<file path="config.mk">
export PLATFORM = sky130hd
export DESIGN_NAME = psr_ctrl
export DESIGN_NICKNAME = d
export VERILOG_FILES = /design/src/psr_cmd_slot.v /design/src/psr_nvm_seq.v /design/src/psr_ctrl.v
export VERILOG_INCLUDE_DIRS = /design/src /design/src/pkg
export SDC_FILE = /design/constraint.sdc
export NUM_CORES = 1
export LEC_CHECK = 0
export ABC_AREA = 0
export BUFFER_PORTS_ARGS = -buffer_cell sky130_fd_sc_hd__clkbuf_2
export CAP_MARGIN = 20
export CELL_PAD_IN_SITES_DETAIL_PLACEMENT = 1
export CELL_PAD_IN_SITES_GLOBAL_PLACEMENT = 1
export CORE_MARGIN = 2
export CORE_UTILIZATION = 46
export DETAILED_ROUTE_END_ITERATION = 8
export PLACE_DENSITY_LB_ADDON = 0.1
export SLEW_MARGIN = 20
export SYNTH_ARGS = -nofsm -noshare
export SYNTH_HDL_FRONTEND = slang
export SYNTH_HIERARCHICAL = 1
export SYNTH_SLANG_ARGS = --single-unit
</file>
<file path="constraint.sdc">
create_clock -name clk -period 4.1 [get_ports clk]
set_clock_uncertainty 0.15 [all_clocks]
set_input_delay 0.615 -clock clk [delete_from_list [all_inputs] [get_ports clk]]
set_output_delay 0.615 -clock clk [all_outputs]
set_load 0.05 [all_outputs]
</file>
<file path="src/pkg/psr_regs.vh">
// Purpose: Offsets, keys, encodings and reset values of the parameter save/restore block
// Assumes: Register port with a 6-bit word address and 32-bit data
// Notes: Definitions only
`ifndef PSR_REGS_VH
`define PSR_REGS_VH

// ****************************************************************
// Register offsets (word index)
// ****************************************************************
`define PSR_SAVE_BASE 6'h00
`define PSR_DISC_BASE 6'h10
`define PSR_BOOT_OFS 6'h21
`define PSR_MARK_DATE_OFS 6'h30
`define PSR_MARK_TIME_OFS 6'h31
`define PSR_IRQ_STAT_OFS 6'h38
`define PSR_IRQ_EN_OFS 6'h39
`define PSR_IRQ_CLR_OFS 6'h3a
`define PSR_STATUS_OFS 6'h3b

// ****************************************************************
// Keys and values
// ****************************************************************
`define PSR_KEY_SAVE 32'h65766173
`define PSR_KEY_DISCARD 32'h64616f6c
`define PSR_KEY_BOOT 32'h746f6f62
`define PSR_SAVE_DONE_VAL 32'h00000001
`define PSR_CMD_RST 32'h00000000
`define PSR_MARK_CLR 32'h00000000

// ****************************************************************
// Subindices and category masks
// ****************************************************************
`define PSR_NUM_SUB 6
`define PSR_SUB_ALL 3'h1
`define PSR_SUB_TUNING 3'h6
`define PSR_MASK_W 6
`define PSR_MASK_NONE 6'h00
`define PSR_MASK_SAVE_ALL 6'h3f
`define PSR_MASK_DISC_ALL 6'h0f
`define PSR_MASK_LOAD_ALL 6'h3f

// ****************************************************************
// Memory operations
// ****************************************************************
`define PSR_OP_LOAD 2'h0
`define PSR_OP_SAVE 2'h1
`define PSR_OP_ERASE 2'h2

// ****************************************************************
// Interrupt bits
// ****************************************************************
`define PSR_IRQ_W 4
`define PSR_IRQ_SAVE 0
`define PSR_IRQ_ERASE 1
`define PSR_IRQ_LOAD 2
`define PSR_IRQ_REFUSED 3

`endif

</file>
<file path="src/psr_cmd_slot.v">
// Purpose: One command word of a save or discard subindex
// Assumes: Writes are single-cycle strobes
// Notes: Reports a key match on write; can be overwritten with the completion value
`timescale 1ns/100ps
`default_nettype none
`include "psr_regs.vh"

module psr_cmd_slot #(
	parameter [31:0] KEY = 32'h00000000
) (
	input wire clk,
	input wire srst,
	input wire ce,
	input wire wr,
	input wire [31:0] wdata,
	input wire set_done,
	output wire key_hit,
	output wire [31:0] value
);
	reg [31:0] value_reg;

	// Only the exact key counts; any other value is just stored
	assign key_hit = wr & (wdata == KEY);
	assign value = value_reg;

	always @(posedge clk) begin
		if (srst) begin
			value_reg <= `PSR_CMD_RST;
		end else if (ce) begin
			if (set_done) begin
				value_reg <= `PSR_SAVE_DONE_VAL;
			end else if (wr) begin
				value_reg <= wdata;
			end
		end
	end
endmodule // psr_cmd_slot

`default_nettype wire

</file>
<file path="src/psr_nvm_seq.v">
// Purpose: Runs one category-level operation at a time on the non-volatile store
// Assumes: Store answers each request with a one-cycle done pulse
// Notes: A load of every category starts by itself after reset
`timescale 1ns/100ps
`default_nettype none
`include "psr_regs.vh"

module psr_nvm_seq (
	input wire clk,
	input wire srst,
	input wire ce,
	input wire start,
	input wire [1:0] op_in,
	input wire [5:0] mask_in,
	input wire nvm_done,
	output wire nvm_req,
	output wire [1:0] nvm_op,
	output wire [5:0] nvm_cat,
	output wire busy,
	output wire done,
	output wire [1:0] done_op
);
	localparam ST_IDLE = 1'b0;
	localparam ST_RUN = 1'b1;

	reg state_reg;
	reg [1:0] op_reg;
	reg [5:0] cat_reg;
	reg done_reg;

	assign nvm_req = (state_reg == ST_RUN);
	assign nvm_op = op_reg;
	assign nvm_cat = cat_reg;
	assign busy = (state_reg == ST_RUN);
	assign done = done_reg;
	assign done_op = op_reg;

	always @(posedge clk) begin
		if (srst) begin
			// Reload every saved category after reset
			state_reg <= ST_RUN;
			op_reg <= `PSR_OP_LOAD;
			cat_reg <= `PSR_MASK_LOAD_ALL;
			done_reg <= 1'b0;
		end else if (ce) begin
			done_reg <= 1'b0;
			case (state_reg)
				ST_IDLE: begin
					if (start) begin
						state_reg <= ST_RUN;
						op_reg <= op_in;
						cat_reg <= mask_in;
					end
				end
				default: begin
					if (nvm_done) begin
						state_reg <= ST_IDLE;
						done_reg <= 1'b1;
					end
				end
			endcase
		end
	end
endmodule // psr_nvm_seq

`default_nettype wire

</file>
<file path="src/psr_ctrl.v">
// Purpose: Parameter save/discard/restart control with modification marker
// Assumes: Register port strobes are synchronous and never both high
// Notes: Working values are never touched here; erased data applies at restart
`timescale 1ns/100ps
`default_nettype none
`include "psr_regs.vh"

// Overview of operation
// Save key on subindex saves category
// Finished save writes value 1 back
// Subindex 1 all, 2-6 single categories
// Discard key erases that category's saved data
// Discard keeps working values until restart
// Boot key on boot register restarts device
// Discard-all spares tuning; subindex 6 erases it
// Marker writable; save-all stores it too
// Savable writes clear marker, with stated exceptions
// Master reads marker 0 as changed
// Master keeps motor stopped during save
// Master polls until value 1 returns
// Master configures, sets marker, then saves all
// Only whole categories are saved
// Reset reloads all saved categories
// Non-key values start no operation
module psr_ctrl (
	input wire clk,
	input wire srst,
	input wire ce,
	input wire [5:0] addr,
	input wire [31:0] wdata,
	input wire wr,
	input wire rd,
	output wire [31:0] rdata,
	input wire obj_wr_savable,
	output wire nvm_req,
	output wire [1:0] nvm_op,
	output wire [5:0] nvm_cat,
	output wire [31:0] nvm_mark_date,
	output wire [31:0] nvm_mark_time,
	input wire nvm_done,
	input wire [31:0] nvm_load_date,
	input wire [31:0] nvm_load_time,
	output wire restart_req,
	output wire irq
);
	// ****************************************************************
	// Declarations
	// ****************************************************************
	wire [`PSR_NUM_SUB:1] save_wr;
	wire [`PSR_NUM_SUB:1] disc_wr;
	wire [`PSR_NUM_SUB:1] save_hit;
	wire [`PSR_NUM_SUB:1] disc_hit;
	wire [`PSR_NUM_SUB:1] save_set;
	wire [31:0] save_val [1:`PSR_NUM_SUB];
	wire [31:0] disc_val [1:`PSR_NUM_SUB];
	wire [5:0] sub_mask [1:`PSR_NUM_SUB];
	wire seq_busy;
	wire seq_done;
	wire [1:0] seq_done_op;
	wire any_hit;
	wire refused;
	wire mark_clear;
	wire boot_hit;
	reg start;
	reg [1:0] start_op;
	reg [5:0] start_mask;
	reg [2:0] start_sub;
	reg [2:0] pend_sub_reg;
	reg [31:0] mark_date_reg;
	reg [31:0] mark_time_reg;
	reg [31:0] rdata_reg;
	reg [31:0] rdata_next;
	reg restart_reg;
	reg [`PSR_IRQ_W-1:0] irq_stat_reg;
	reg [`PSR_IRQ_W-1:0] irq_en_reg;
	reg [`PSR_IRQ_W-1:0] irq_set;
	reg [`PSR_IRQ_W-1:0] irq_clr;
	integer i;

	// ****************************************************************
	// Command subindices
	// ****************************************************************
	genvar g;
	generate
		for (g = 1; g <= `PSR_NUM_SUB; g = g + 1) begin : g_sub
			assign save_wr[g] = wr & (addr == (`PSR_SAVE_BASE + g));
			assign disc_wr[g] = wr & (addr == (`PSR_DISC_BASE + g));
			// Subindex 1 covers every category, the others one bit each
			if (g == 1) begin : g_all
				assign sub_mask[g] = `PSR_MASK_SAVE_ALL;
			end else begin : g_one
				assign sub_mask[g] = 6'h01 << (g - 2);
			end
			assign save_set[g] = seq_done & (seq_done_op == `PSR_OP_SAVE) &
				(pend_sub_reg == g);

			psr_cmd_slot #(
				.KEY(`PSR_KEY_SAVE)
			) u_save (
				.clk(clk),
				.srst(srst),
				.ce(ce),
				.wr(save_wr[g]),
				.wdata(wdata),
				.set_done(save_set[g]),
				.key_hit(save_hit[g]),
				.value(save_val[g])
			);

			psr_cmd_slot #(
				.KEY(`PSR_KEY_DISCARD)
			) u_disc (
				.clk(clk),
				.srst(srst),
				.ce(ce),
				.wr(disc_wr[g]),
				.wdata(wdata),
				.set_done(1'b0),
				.key_hit(disc_hit[g]),
				.value(disc_val[g])
			);
		end
	endgenerate

	// ****************************************************************
	// Operation start
	// ****************************************************************
	// A single write carries at most one key, so only one hit is live
	always @* begin
		start_op = `PSR_OP_SAVE;
		start_mask = `PSR_MASK_NONE;
		start_sub = 3'h0;
		for (i = 1; i <= `PSR_NUM_SUB; i = i + 1) begin
			if (save_hit[i]) begin
				start_op = `PSR_OP_SAVE;
				start_mask = sub_mask[i];
				start_sub = i[2:0];
			end else if (disc_hit[i]) begin
				start_op = `PSR_OP_ERASE;
				start_sub = i[2:0];
				// Erase-all leaves tuning and marker untouched
				if (i[2:0] == `PSR_SUB_ALL) begin
					start_mask = `PSR_MASK_DISC_ALL;
				end else begin
					start_mask = sub_mask[i];
				end
			end
		end
		start = any_hit & ~seq_busy;
	end

	assign any_hit = (|save_hit) | (|disc_hit);
	// A key that arrives while the store is busy starts nothing
	assign refused = any_hit & seq_busy;

	psr_nvm_seq u_seq (
		.clk(clk),
		.srst(srst),
		.ce(ce),
		.start(start),
		.op_in(start_op),
		.mask_in(start_mask),
		.nvm_done(nvm_done),
		.nvm_req(nvm_req),
		.nvm_op(nvm_op),
		.nvm_cat(nvm_cat),
		.busy(seq_busy),
		.done(seq_done),
		.done_op(seq_done_op)
	);

	always @(posedge clk) begin
		if (srst) begin
			pend_sub_reg <= 3'h0;
		end else if (ce) begin
			if (start) begin
				pend_sub_reg <= (start_op == `PSR_OP_SAVE) ? start_sub : 3'h0;
			end
		end
	end

	// ****************************************************************
	// Restart request
	// ****************************************************************
	assign boot_hit = wr & (addr == `PSR_BOOT_OFS) & (wdata == `PSR_KEY_BOOT);
	assign restart_req = restart_reg;

	always @(posedge clk) begin
		if (srst) begin
			restart_reg <= 1'b0;
		end else if (ce) begin
			restart_reg <= boot_hit;
		end
	end

	// ****************************************************************
	// Modification marker
	// ****************************************************************
	// Save-all subindex and the marker itself do not clear it
	assign mark_clear = obj_wr_savable | (|save_wr[`PSR_NUM_SUB:2]);
	assign nvm_mark_date = mark_date_reg;
	assign nvm_mark_time = mark_time_reg;

	always @(posedge clk) begin
		if (srst) begin
			mark_date_reg <= `PSR_MARK_CLR;
			mark_time_reg <= `PSR_MARK_CLR;
		end else if (ce) begin
			if (seq_done & (seq_done_op == `PSR_OP_LOAD)) begin
				mark_date_reg <= nvm_load_date;
				mark_time_reg <= nvm_load_time;
			end else if (wr & (addr == `PSR_MARK_DATE_OFS)) begin
				mark_date_reg <= wdata;
			end else if (wr & (addr == `PSR_MARK_TIME_OFS)) begin
				mark_time_reg <= wdata;
			end else if (mark_clear) begin
				mark_date_reg <= `PSR_MARK_CLR;
				mark_time_reg <= `PSR_MARK_CLR;
			end
		end
	end

	// ****************************************************************
	// Interrupts
	// ****************************************************************
	assign irq = |(irq_stat_reg & irq_en_reg);

	always @* begin
		irq_set = {`PSR_IRQ_W{1'b0}};
		irq_set[`PSR_IRQ_SAVE] = seq_done & (seq_done_op == `PSR_OP_SAVE);
		irq_set[`PSR_IRQ_ERASE] = seq_done & (seq_done_op == `PSR_OP_ERASE);
		irq_set[`PSR_IRQ_LOAD] = seq_done & (seq_done_op == `PSR_OP_LOAD);
		irq_set[`PSR_IRQ_REFUSED] = refused;
		irq_clr = {`PSR_IRQ_W{1'b0}};
		if (wr & (addr == `PSR_IRQ_CLR_OFS)) begin
			irq_clr = wdata[`PSR_IRQ_W-1:0];
		end
	end

	always @(posedge clk) begin
		if (srst) begin
			irq_stat_reg <= {`PSR_IRQ_W{1'b0}};
			irq_en_reg <= {`PSR_IRQ_W{1'b0}};
		end else if (ce) begin
			// Set wins over a clear in the same cycle
			irq_stat_reg <= (irq_stat_reg & ~irq_clr) | irq_set;
			if (wr & (addr == `PSR_IRQ_EN_OFS)) begin
				irq_en_reg <= wdata[`PSR_IRQ_W-1:0];
			end
		end
	end

	// ****************************************************************
	// Read port
	// ****************************************************************
	always @* begin
		rdata_next = 32'h00000000;
		if ((addr > `PSR_SAVE_BASE) && (addr <= (`PSR_SAVE_BASE + `PSR_NUM_SUB))) begin
			rdata_next = save_val[addr[2:0]];
		end else if ((addr > `PSR_DISC_BASE) &&
			(addr <= (`PSR_DISC_BASE + `PSR_NUM_SUB))) begin
			rdata_next = disc_val[addr[2:0]];
		end else if (addr == `PSR_MARK_DATE_OFS) begin
			rdata_next = mark_date_reg;
		end else if (addr == `PSR_MARK_TIME_OFS) begin
			rdata_next = mark_time_reg;
		end else if (addr == `PSR_IRQ_STAT_OFS) begin
			rdata_next = {{(32-`PSR_IRQ_W){1'b0}}, irq_stat_reg};
		end else if (addr == `PSR_IRQ_EN_OFS) begin
			rdata_next = {{(32-`PSR_IRQ_W){1'b0}}, irq_en_reg};
		end else if (addr == `PSR_STATUS_OFS) begin
			rdata_next = {24'h000000, nvm_op, nvm_cat[4:0], seq_busy};
		end
	end

	assign rdata = rdata_reg;

	always @(posedge clk) begin
		if (srst) begin
			rdata_reg <= 32'h00000000;
		end else if (ce) begin
			rdata_reg <= rd ? rdata_next : 32'h00000000;
		end
	end
endmodule // psr_ctrl

`default_nettype wire

</file>
==> summary.txt, run 1 <==
Global route
  – Total GRT Usage: 37.7%
  – Grt ovf: 0
  – Vias in the first global route: 26400
  – Initial antenna violation count: 12
  – First-pass GRT wire length: 170000 um
  – Largest net degree at the start of global routing: 180

Floorplanning
  – Die Ht: 243 um
  – Initial cell density of the core: 46.5%
  – DIE AREA: 58900 um2
  – # IOs: 216
  – Die width: 243 um
  – FP Rows: 87
  – Core area: 56400 um2

STA
  – Period utilisation layout: 84.0%
  – Worst slew margin: 29.4%
  – Final setup fails: 0
  – Post-route setup slack: 0.654 ns
  – Slew @ Worst Pin: 1.06 ns
  – Final hold vios: 0
  – FMAX: 0.290 GHz
  – Max-slew violations: 0
  – Crit path time final: 3.45 ns
  – Setup TNS: 0 ns
  – Hold slack final: 0.109 ns
  – RSZ-0062 raised after global routing: false

CTS
  – Clk_lat worst skew: 0.64 ns
  – H-tree depth: 2
  – TritonCTS Buffers: 56
  – CTS clk-pin slew, worst paths: 0.06 ns
  – Root Buffer: clkbuf_16
  – CTS Buffer Depth: 3
  – # hold bufs at CTS: 0
  – CTS tree: built
  – Post-CTS Setup Bufs: 0
  – Clock Sinks: 502
  – Post_cts resized: 0

Routing
  – DRT iter0 DRCs: 2260
  – Antenna-violating nets left: 0
  – First-pass DRT Iterations: 5
  – Vias per inst: 6.50
  – Final wirelength: 115000 um
  – Vias: 26200
  – Routed length per instance: 28.5 um
  – Remaining DRCs: 0

Worst setup path
  – R2R cell count: 7
  – Worst Setup EP: u_seq/nvm_cat[0]$_SDFFE_PP1P_
  – CP Capture Type: register
  – R2R Path End: g_sub[2].u_save/value[17]$_SDFFE_PP0P_
  – Critical path required time: 4.50 ns
  – CP startpoint: addr[5]
  – Crit Path Max Fanout: 13
  – CP arrival: 3.84 ns
  – Worst setup SP type: input port
  – Worst r2r src: u_seq/done_op[1]$_SDFFE_PP0P_
  – Slack of the worst reg-to-reg path: 1.16 ns
  – Setup CP Type: input port to register

Run status
  – Status: finished, final reports clean

Logic synthesis
  – Synthesis warning total: 6
  – Post-Syn Instances: 3077
  – Post-synthesis register bit count: 502
  – Avg Cell Area, Syn: 8.51 um2
  – Sequential cell area fraction in the yosys report: 38.4%
  – Synth Cell Area: 26200 um2
  – Ys async rst share: 0%
  – Distinct cells, synth: 78
  – Main synth FF type: dfxtp_1
  – Number of synthesized flops with an enable pin: 0

Placed design
  – Placement-stage cell area: 28000 um2
  – RePlAce Congestion: 0.967
  – Dpl ws: 0.119 ns
  – IO buf count: 215
  – Post-DP HPWL: 74900 um

Hold path
  – Worst Min Path Start: nvm_load_date[24]
  – Hold crit path type: input port to register

Cells and area
  – Area delta synth->final: 13.9%
  – Design area: 29800 um2
  – Commonest non-fill, non-tap cell in the layout: dfxtp_1
  – Share of cells above drive strength 1: 20.2%
  – Nets: 3335
  – Most frequent cells in the layout: 502 x dfxtp_1, 499 x a21oi_1, 455 x nand2_1, 361 x nand3b_1, 210 x clkbuf_2

Power
  – Net Sw Frac: 28.3%
  – Logic pwr share: 12.5%
  – Internal: 8.29 mW
  – Tot Pwr: 11.6 mW
  – Clock power frac: 43.6%
  – Leakage power: 10.3 nW
  – VDD IR max: 369 uV
  – Reg power frac: 43.9%
  – PwrDens: 388 nW/um2
  – Net load switching power: 3.28 mW

Flow run
  – Max Cap Viol: 0
-- worst max-delay path: stages --
cell,delay (ns)
clkbuf_2,0.21
or3b_4,0.47
or3_1,0.38
nor2_1,0.20
nand3_1,0.12
nor4_1,0.48
buf_4,0.21
or4_1,0.21
nor3_1,0.10
nor2_1,0.13
and3b_1,0.48
mux2i_1,0.24
-- power by group through the flow --
stage / combinational, mW / sequential, mW / clock (mW)
floorplan: 0.675 / 5.32 / 0
finish: 1.44 / 5.08 / 5.04
global placement: 1.36 / 5.18 / 0
detailed placement: 1.39 / 5.18 / 0
global route: 1.50 / 5.09 / 5.31
CTS: 1.39 / 5.08 / 5.10
-- worst min-delay path by stage --
| stage | depth (start not counted) | slack [ns] | endpoint |
|---|---|---|---|
| after global placement | 2 | 0.28 | g_sub[3].u_save/value[7]$_SDFFE_PP0P_ |
| after global routing | 3 | 0.12 | nvm_mark_date[24]$_SDFFE_PP0P_ |
| final | 3 | 0.11 | nvm_mark_date[24]$_SDFFE_PP0P_ |
| after floorplan | 2 | 0.27 | g_sub[3].u_disc/value[26]$_SDFFE_PP0P_ |
| after detailed placement | 2 | 0.29 | g_sub[1].u_disc/value[28]$_SDFFE_PP0P_ |
| after CTS | 3 | 0.10 | nvm_mark_date[24]$_SDFFE_PP0P_ |
-- synth_stat cells (all sizes together), types with 19 or more instances --
master | number | share of area [%]
a311oi | 27 | 1.5
a21oi | 499 | 9.5
mux2 | 68 | 2.9
nand4 | 54 | 1.3
dfxtp | 502 | 38
nand4b | 22 | 0.74
and4b | 19 | 0.73
and3 | 29 | 0.71
a22oi | 40 | 1.1
a211oi | 93 | 3.7
nand3 | 20 | 0.38
or3 | 31 | 0.74
nand3b | 361 | 10
mux2i | 76 | 2.9
buf | 134 | 3.6
nand2 | 455 | 6.5
o21ai | 48 | 1.0
clkbuf | 150 | 2.1
a221oi | 63 | 2.1
nor4b | 26 | 1.2
nor3 | 32 | 0.73
nor2 | 168 | 2.6
-- layout make-up --
class	instances	area (um2)
inverter	12	45.0
sequential	502	10000
timing repair buffer	334	2090
multi-input combinational	2320	14900
clock buffer	94	1760
fill	6700	26600
clock inverter	9	63.8
antenna	4	10.0
tap	756	946
-- kinds of logic (layout without fill, tap and decap cells) --
logic type,count (synthesis),count (layout),synth area share (%)
compound gates,820,820,20.9
other cells,1,46,0.0143
flops,502,502,38.4
simple gates,1314,1314,29.0
mux,144,144,5.83
buf+inv,296,449,5.88
-- through the flow --
step / utilization [%] / cells
finish: 52.9 / 4031
global route: 52.9 / 4027
CTS: 52.9 / 4026
detailed placement: 49.6 / 3923
global placement: 49.6 / 3923
floorplan: - / 3118
-- metal layers --
layer	vias to the layer above	GRT usage, %	share of wire [%]
met1	13200	48.7	40
met5	-	0	0.039
met3	289	6.70	8.5
li1	11500	-	-
met2	1226	60.0	46
met4	8	20.1	5.7
(Power assumes the default switching activity.)
==> inputs of run 2 (changes only) <==
ABC_AREA = 1   (was 0)
CORE_UTILIZATION = 43   (was 46)
clock period = 3.4 ns   (was 4.1 ns; I/O delays follow)
==> run 2 against run 1 <==
- design area is 0.30% higher
- area after synthesis is 0.91% lower
- sequential power is 21% higher
- core utilization is 3.1 points lower
- critical path type is now register to register
- critical endpoint is now g_sub[5].u_save/value[31]$_SDFFE_PP0P_
==> summary.txt, run 2 <==
Power
  – PwrDens: 483 nW/um2
  – Tot Pwr: 14.5 mW
  – Leakage power: 11.9 nW
  – VDD IR max: 373 uV

Logic synthesis
  – Distinct cells, synth: 36
  – Post-Syn Instances: 3964
  – Sequential cell area fraction in the yosys report: 38.7%
  – Synth Cell Area: 26000 um2
  – Avg Cell Area, Syn: 6.55 um2
  – Share of Yosys cell area claimed by the top area cell type: 38.7%
  – Most frequent cells after synthesis: 1064 x nand2_1, 523 x a21oi_1, 508 x nand3_1
  – Area contributors post-synth: dfxtp_1 39%, nand2_1 15%, a21oi_1 10%
  – Number of synthesized flops with an enable pin: 0
  – Area leader, netlist: dfxtp_1
  – Main synth FF type: dfxtp_1
  – Count leader, synth: nand2_1
  – Synthesis warning total: 6
  – Ys async rst share: 0%
  – Post-synthesis register bit count: 502

STA
  – Final setup fails: 0
  – Setup TNS: 0 ns
  – Crit path time final: 2.70 ns
  – Period utilisation layout: 79.3%
  – RSZ-0062 raised after global routing: false
  – Hold slack final: 0.0591 ns
  – Max-slew violations: 0
  – FMAX: 0.371 GHz
  – Worst slew margin: 21.3%
  – Final hold vios: 0
  – Slew @ Worst Pin: 1.18 ns

Placed design
  – Number of cells after detailed placement: 4873
  – Post-DP HPWL: 83400 um
  – RePlAce Congestion: 0.948
  – IO buf count: 215

Floorplanning
  – # IOs: 216
  – FP Rows: 90
  – DIE AREA: 62400 um2
  – Die width: 250 um
  – Die Ht: 250 um
  – Initial cell density of the core: 43.2%
  – Core area: 60000 um2

Cells and area
  – Fin cells: 4975
  – Share of cells above drive strength 1: 13.8%
  – Register Area: 10000 um2
  – Fillers: 8113
  – Commonest non-fill, non-tap cell in the layout: nand2_1
  – Final core area utilization: 49.8%
  – Area delta synth->final: 15.3%
  – Nets: 4260
  – Most frequent cells in the layout: 1063 x nand2_1, 523 x a21oi_1, 508 x nand3_1, 502 x dfxtp_1, 361 x nor2_1
  – Area occupied by multi-input gates: 13700 um2

CTS
  – H-tree depth: 2
  – TritonCTS Buffers: 56
  – CTS clk-pin slew, worst paths: 0.06 ns
  – CTS tree: built
  – Post_cts resized: 0
  – Clk_lat worst skew: 0.65 ns
  – Clock Sinks: 502
  – Post-CTS Setup Bufs: 0
  – CTS Buffer Depth: 3
  – Root Buffer: clkbuf_16

Flow run
  – Max Cap Viol: 0

Routing
  – Vias per inst: 5.97
  – Routed length per instance: 25.5 um
  – Antenna-violating nets left: 0
  – Remaining DRCs: 0
  – First-pass DRT Iterations: 5
  – Vias: 29700
  – DRT iter0 DRCs: 3201
  – Final wirelength: 127000 um

Worst setup path
  – CP arrival: 3.08 ns
  – Crit Path Max Fanout: 31
  – Worst setup SP type: register
  – Setup CP Type: register to register
  – Critical path required time: 3.78 ns
  – R2R cell count: 8
  – CP Capture Type: register

Hold path
  – WHS Path Cells: 5
  – Hold crit path type: input port to register

Global route
  – Grt ovf: 0
  – First-pass GRT wire length: 187000 um
  – Initial antenna violation count: 6
  – Vias in the first global route: 28600
  – Largest net degree at the start of global routing: 230
  – Total GRT Usage: 39.5%

Run status
  – Status: finished, final reports clean
## run 2: cell count changes after synthesis, sizes merged, moves of 68 or more
cell,change
inv,+220
mux2i,-76
nand3b,-361
mux2,-68
nor2,+200
o21ai,+143
nand3,+490
nand2,+614
a211oi,-93
## run 2: kinds of logic (layout without fill, tap and decap cells)
| family | count (synthesis) | in the layout | synth area share (%) |
|---|---|---|---|
| simple gates | 2107 | 2107 | 34.7 |
| other cells | 1 | 27 | 0.0144 |
| buf+inv | 515 | 718 | 9.00 |
| compound gates | 839 | 839 | 17.6 |
| flops | 502 | 502 | 38.7 |
## run 2: power breakdown
part | internal (mW) | switching [mW]
combinational | 0.526 | 1.63
sequential | 6.02 | 0.117
clock | 3.53 | 2.63
total | 10.1 | 4.38
## run 2: routing by layer
layer  global-route usage [%]  up-vias  wire length [um]
met5                        0        -                10
met4                     19.3        2              6510
met3                     7.87      314             11300
met2                     61.1     1294             56600
met1                     52.5    14600             52300
li1                         -    13500                 -
## run 2: timing repair
action                                  4_1_cts  5_1_grt
endpoints found under the setup margin        0        0
hold endpoints to repair                      4        0
hold buffers                                  2        0
## run 2: final cells by class
type / instances / share of cell area [%]
well taps: 782 / 3.27
inverters: 235 / 2.95
repair buffers: 386 / 8.41
diodes: 3 / 0.0251
clock inverters: 15 / 0.623
multi-input cells: 2970 / 45.7
clock buffers: 82 / 5.44
flip-flops and latches: 502 / 33.6
## run 2: path summary, 6_finish.rpt
check / endpoint / slack, ns / from
max reg2reg: g_sub[5].u_save/value[31]$_SDFFE_PP0P_ / 0.70 / u_seq/done_op[1]$_SDFFE_PP0P_
max: g_sub[5].u_save/value[31]$_SDFFE_PP0P_ / 0.70 / u_seq/done_op[1]$_SDFFE_PP0P_
min reg2reg: g_sub[4].u_save/value[14]$_SDFFE_PP0P_ / 0.31 / g_sub[4].u_save/value[14]$_SDFFE_PP0P_
min: nvm_mark_time[13]$_SDFFE_PP0P_ / 0.06 / nvm_load_time[13]
## run 2: worst max-delay path: stages, from the launching register on
cell     delay [ns]
dfxtp_1        0.30
buf_4          0.15
nor2_1         0.37
inv_1          0.14
nor3_1         0.51
o21a_2         0.24
buf_4          0.40
nand3_1        0.15
a21oi_1        0.18
## run 2: per-stage QoR
stage,cell area [um2],setup WS [ns]
after floorplan,26000,0.434
after CTS,29900,0.737
after detailed placement,28100,0.113
after global placement,28100,0.194
final,29900,0.702
after global routing,29900,0.377
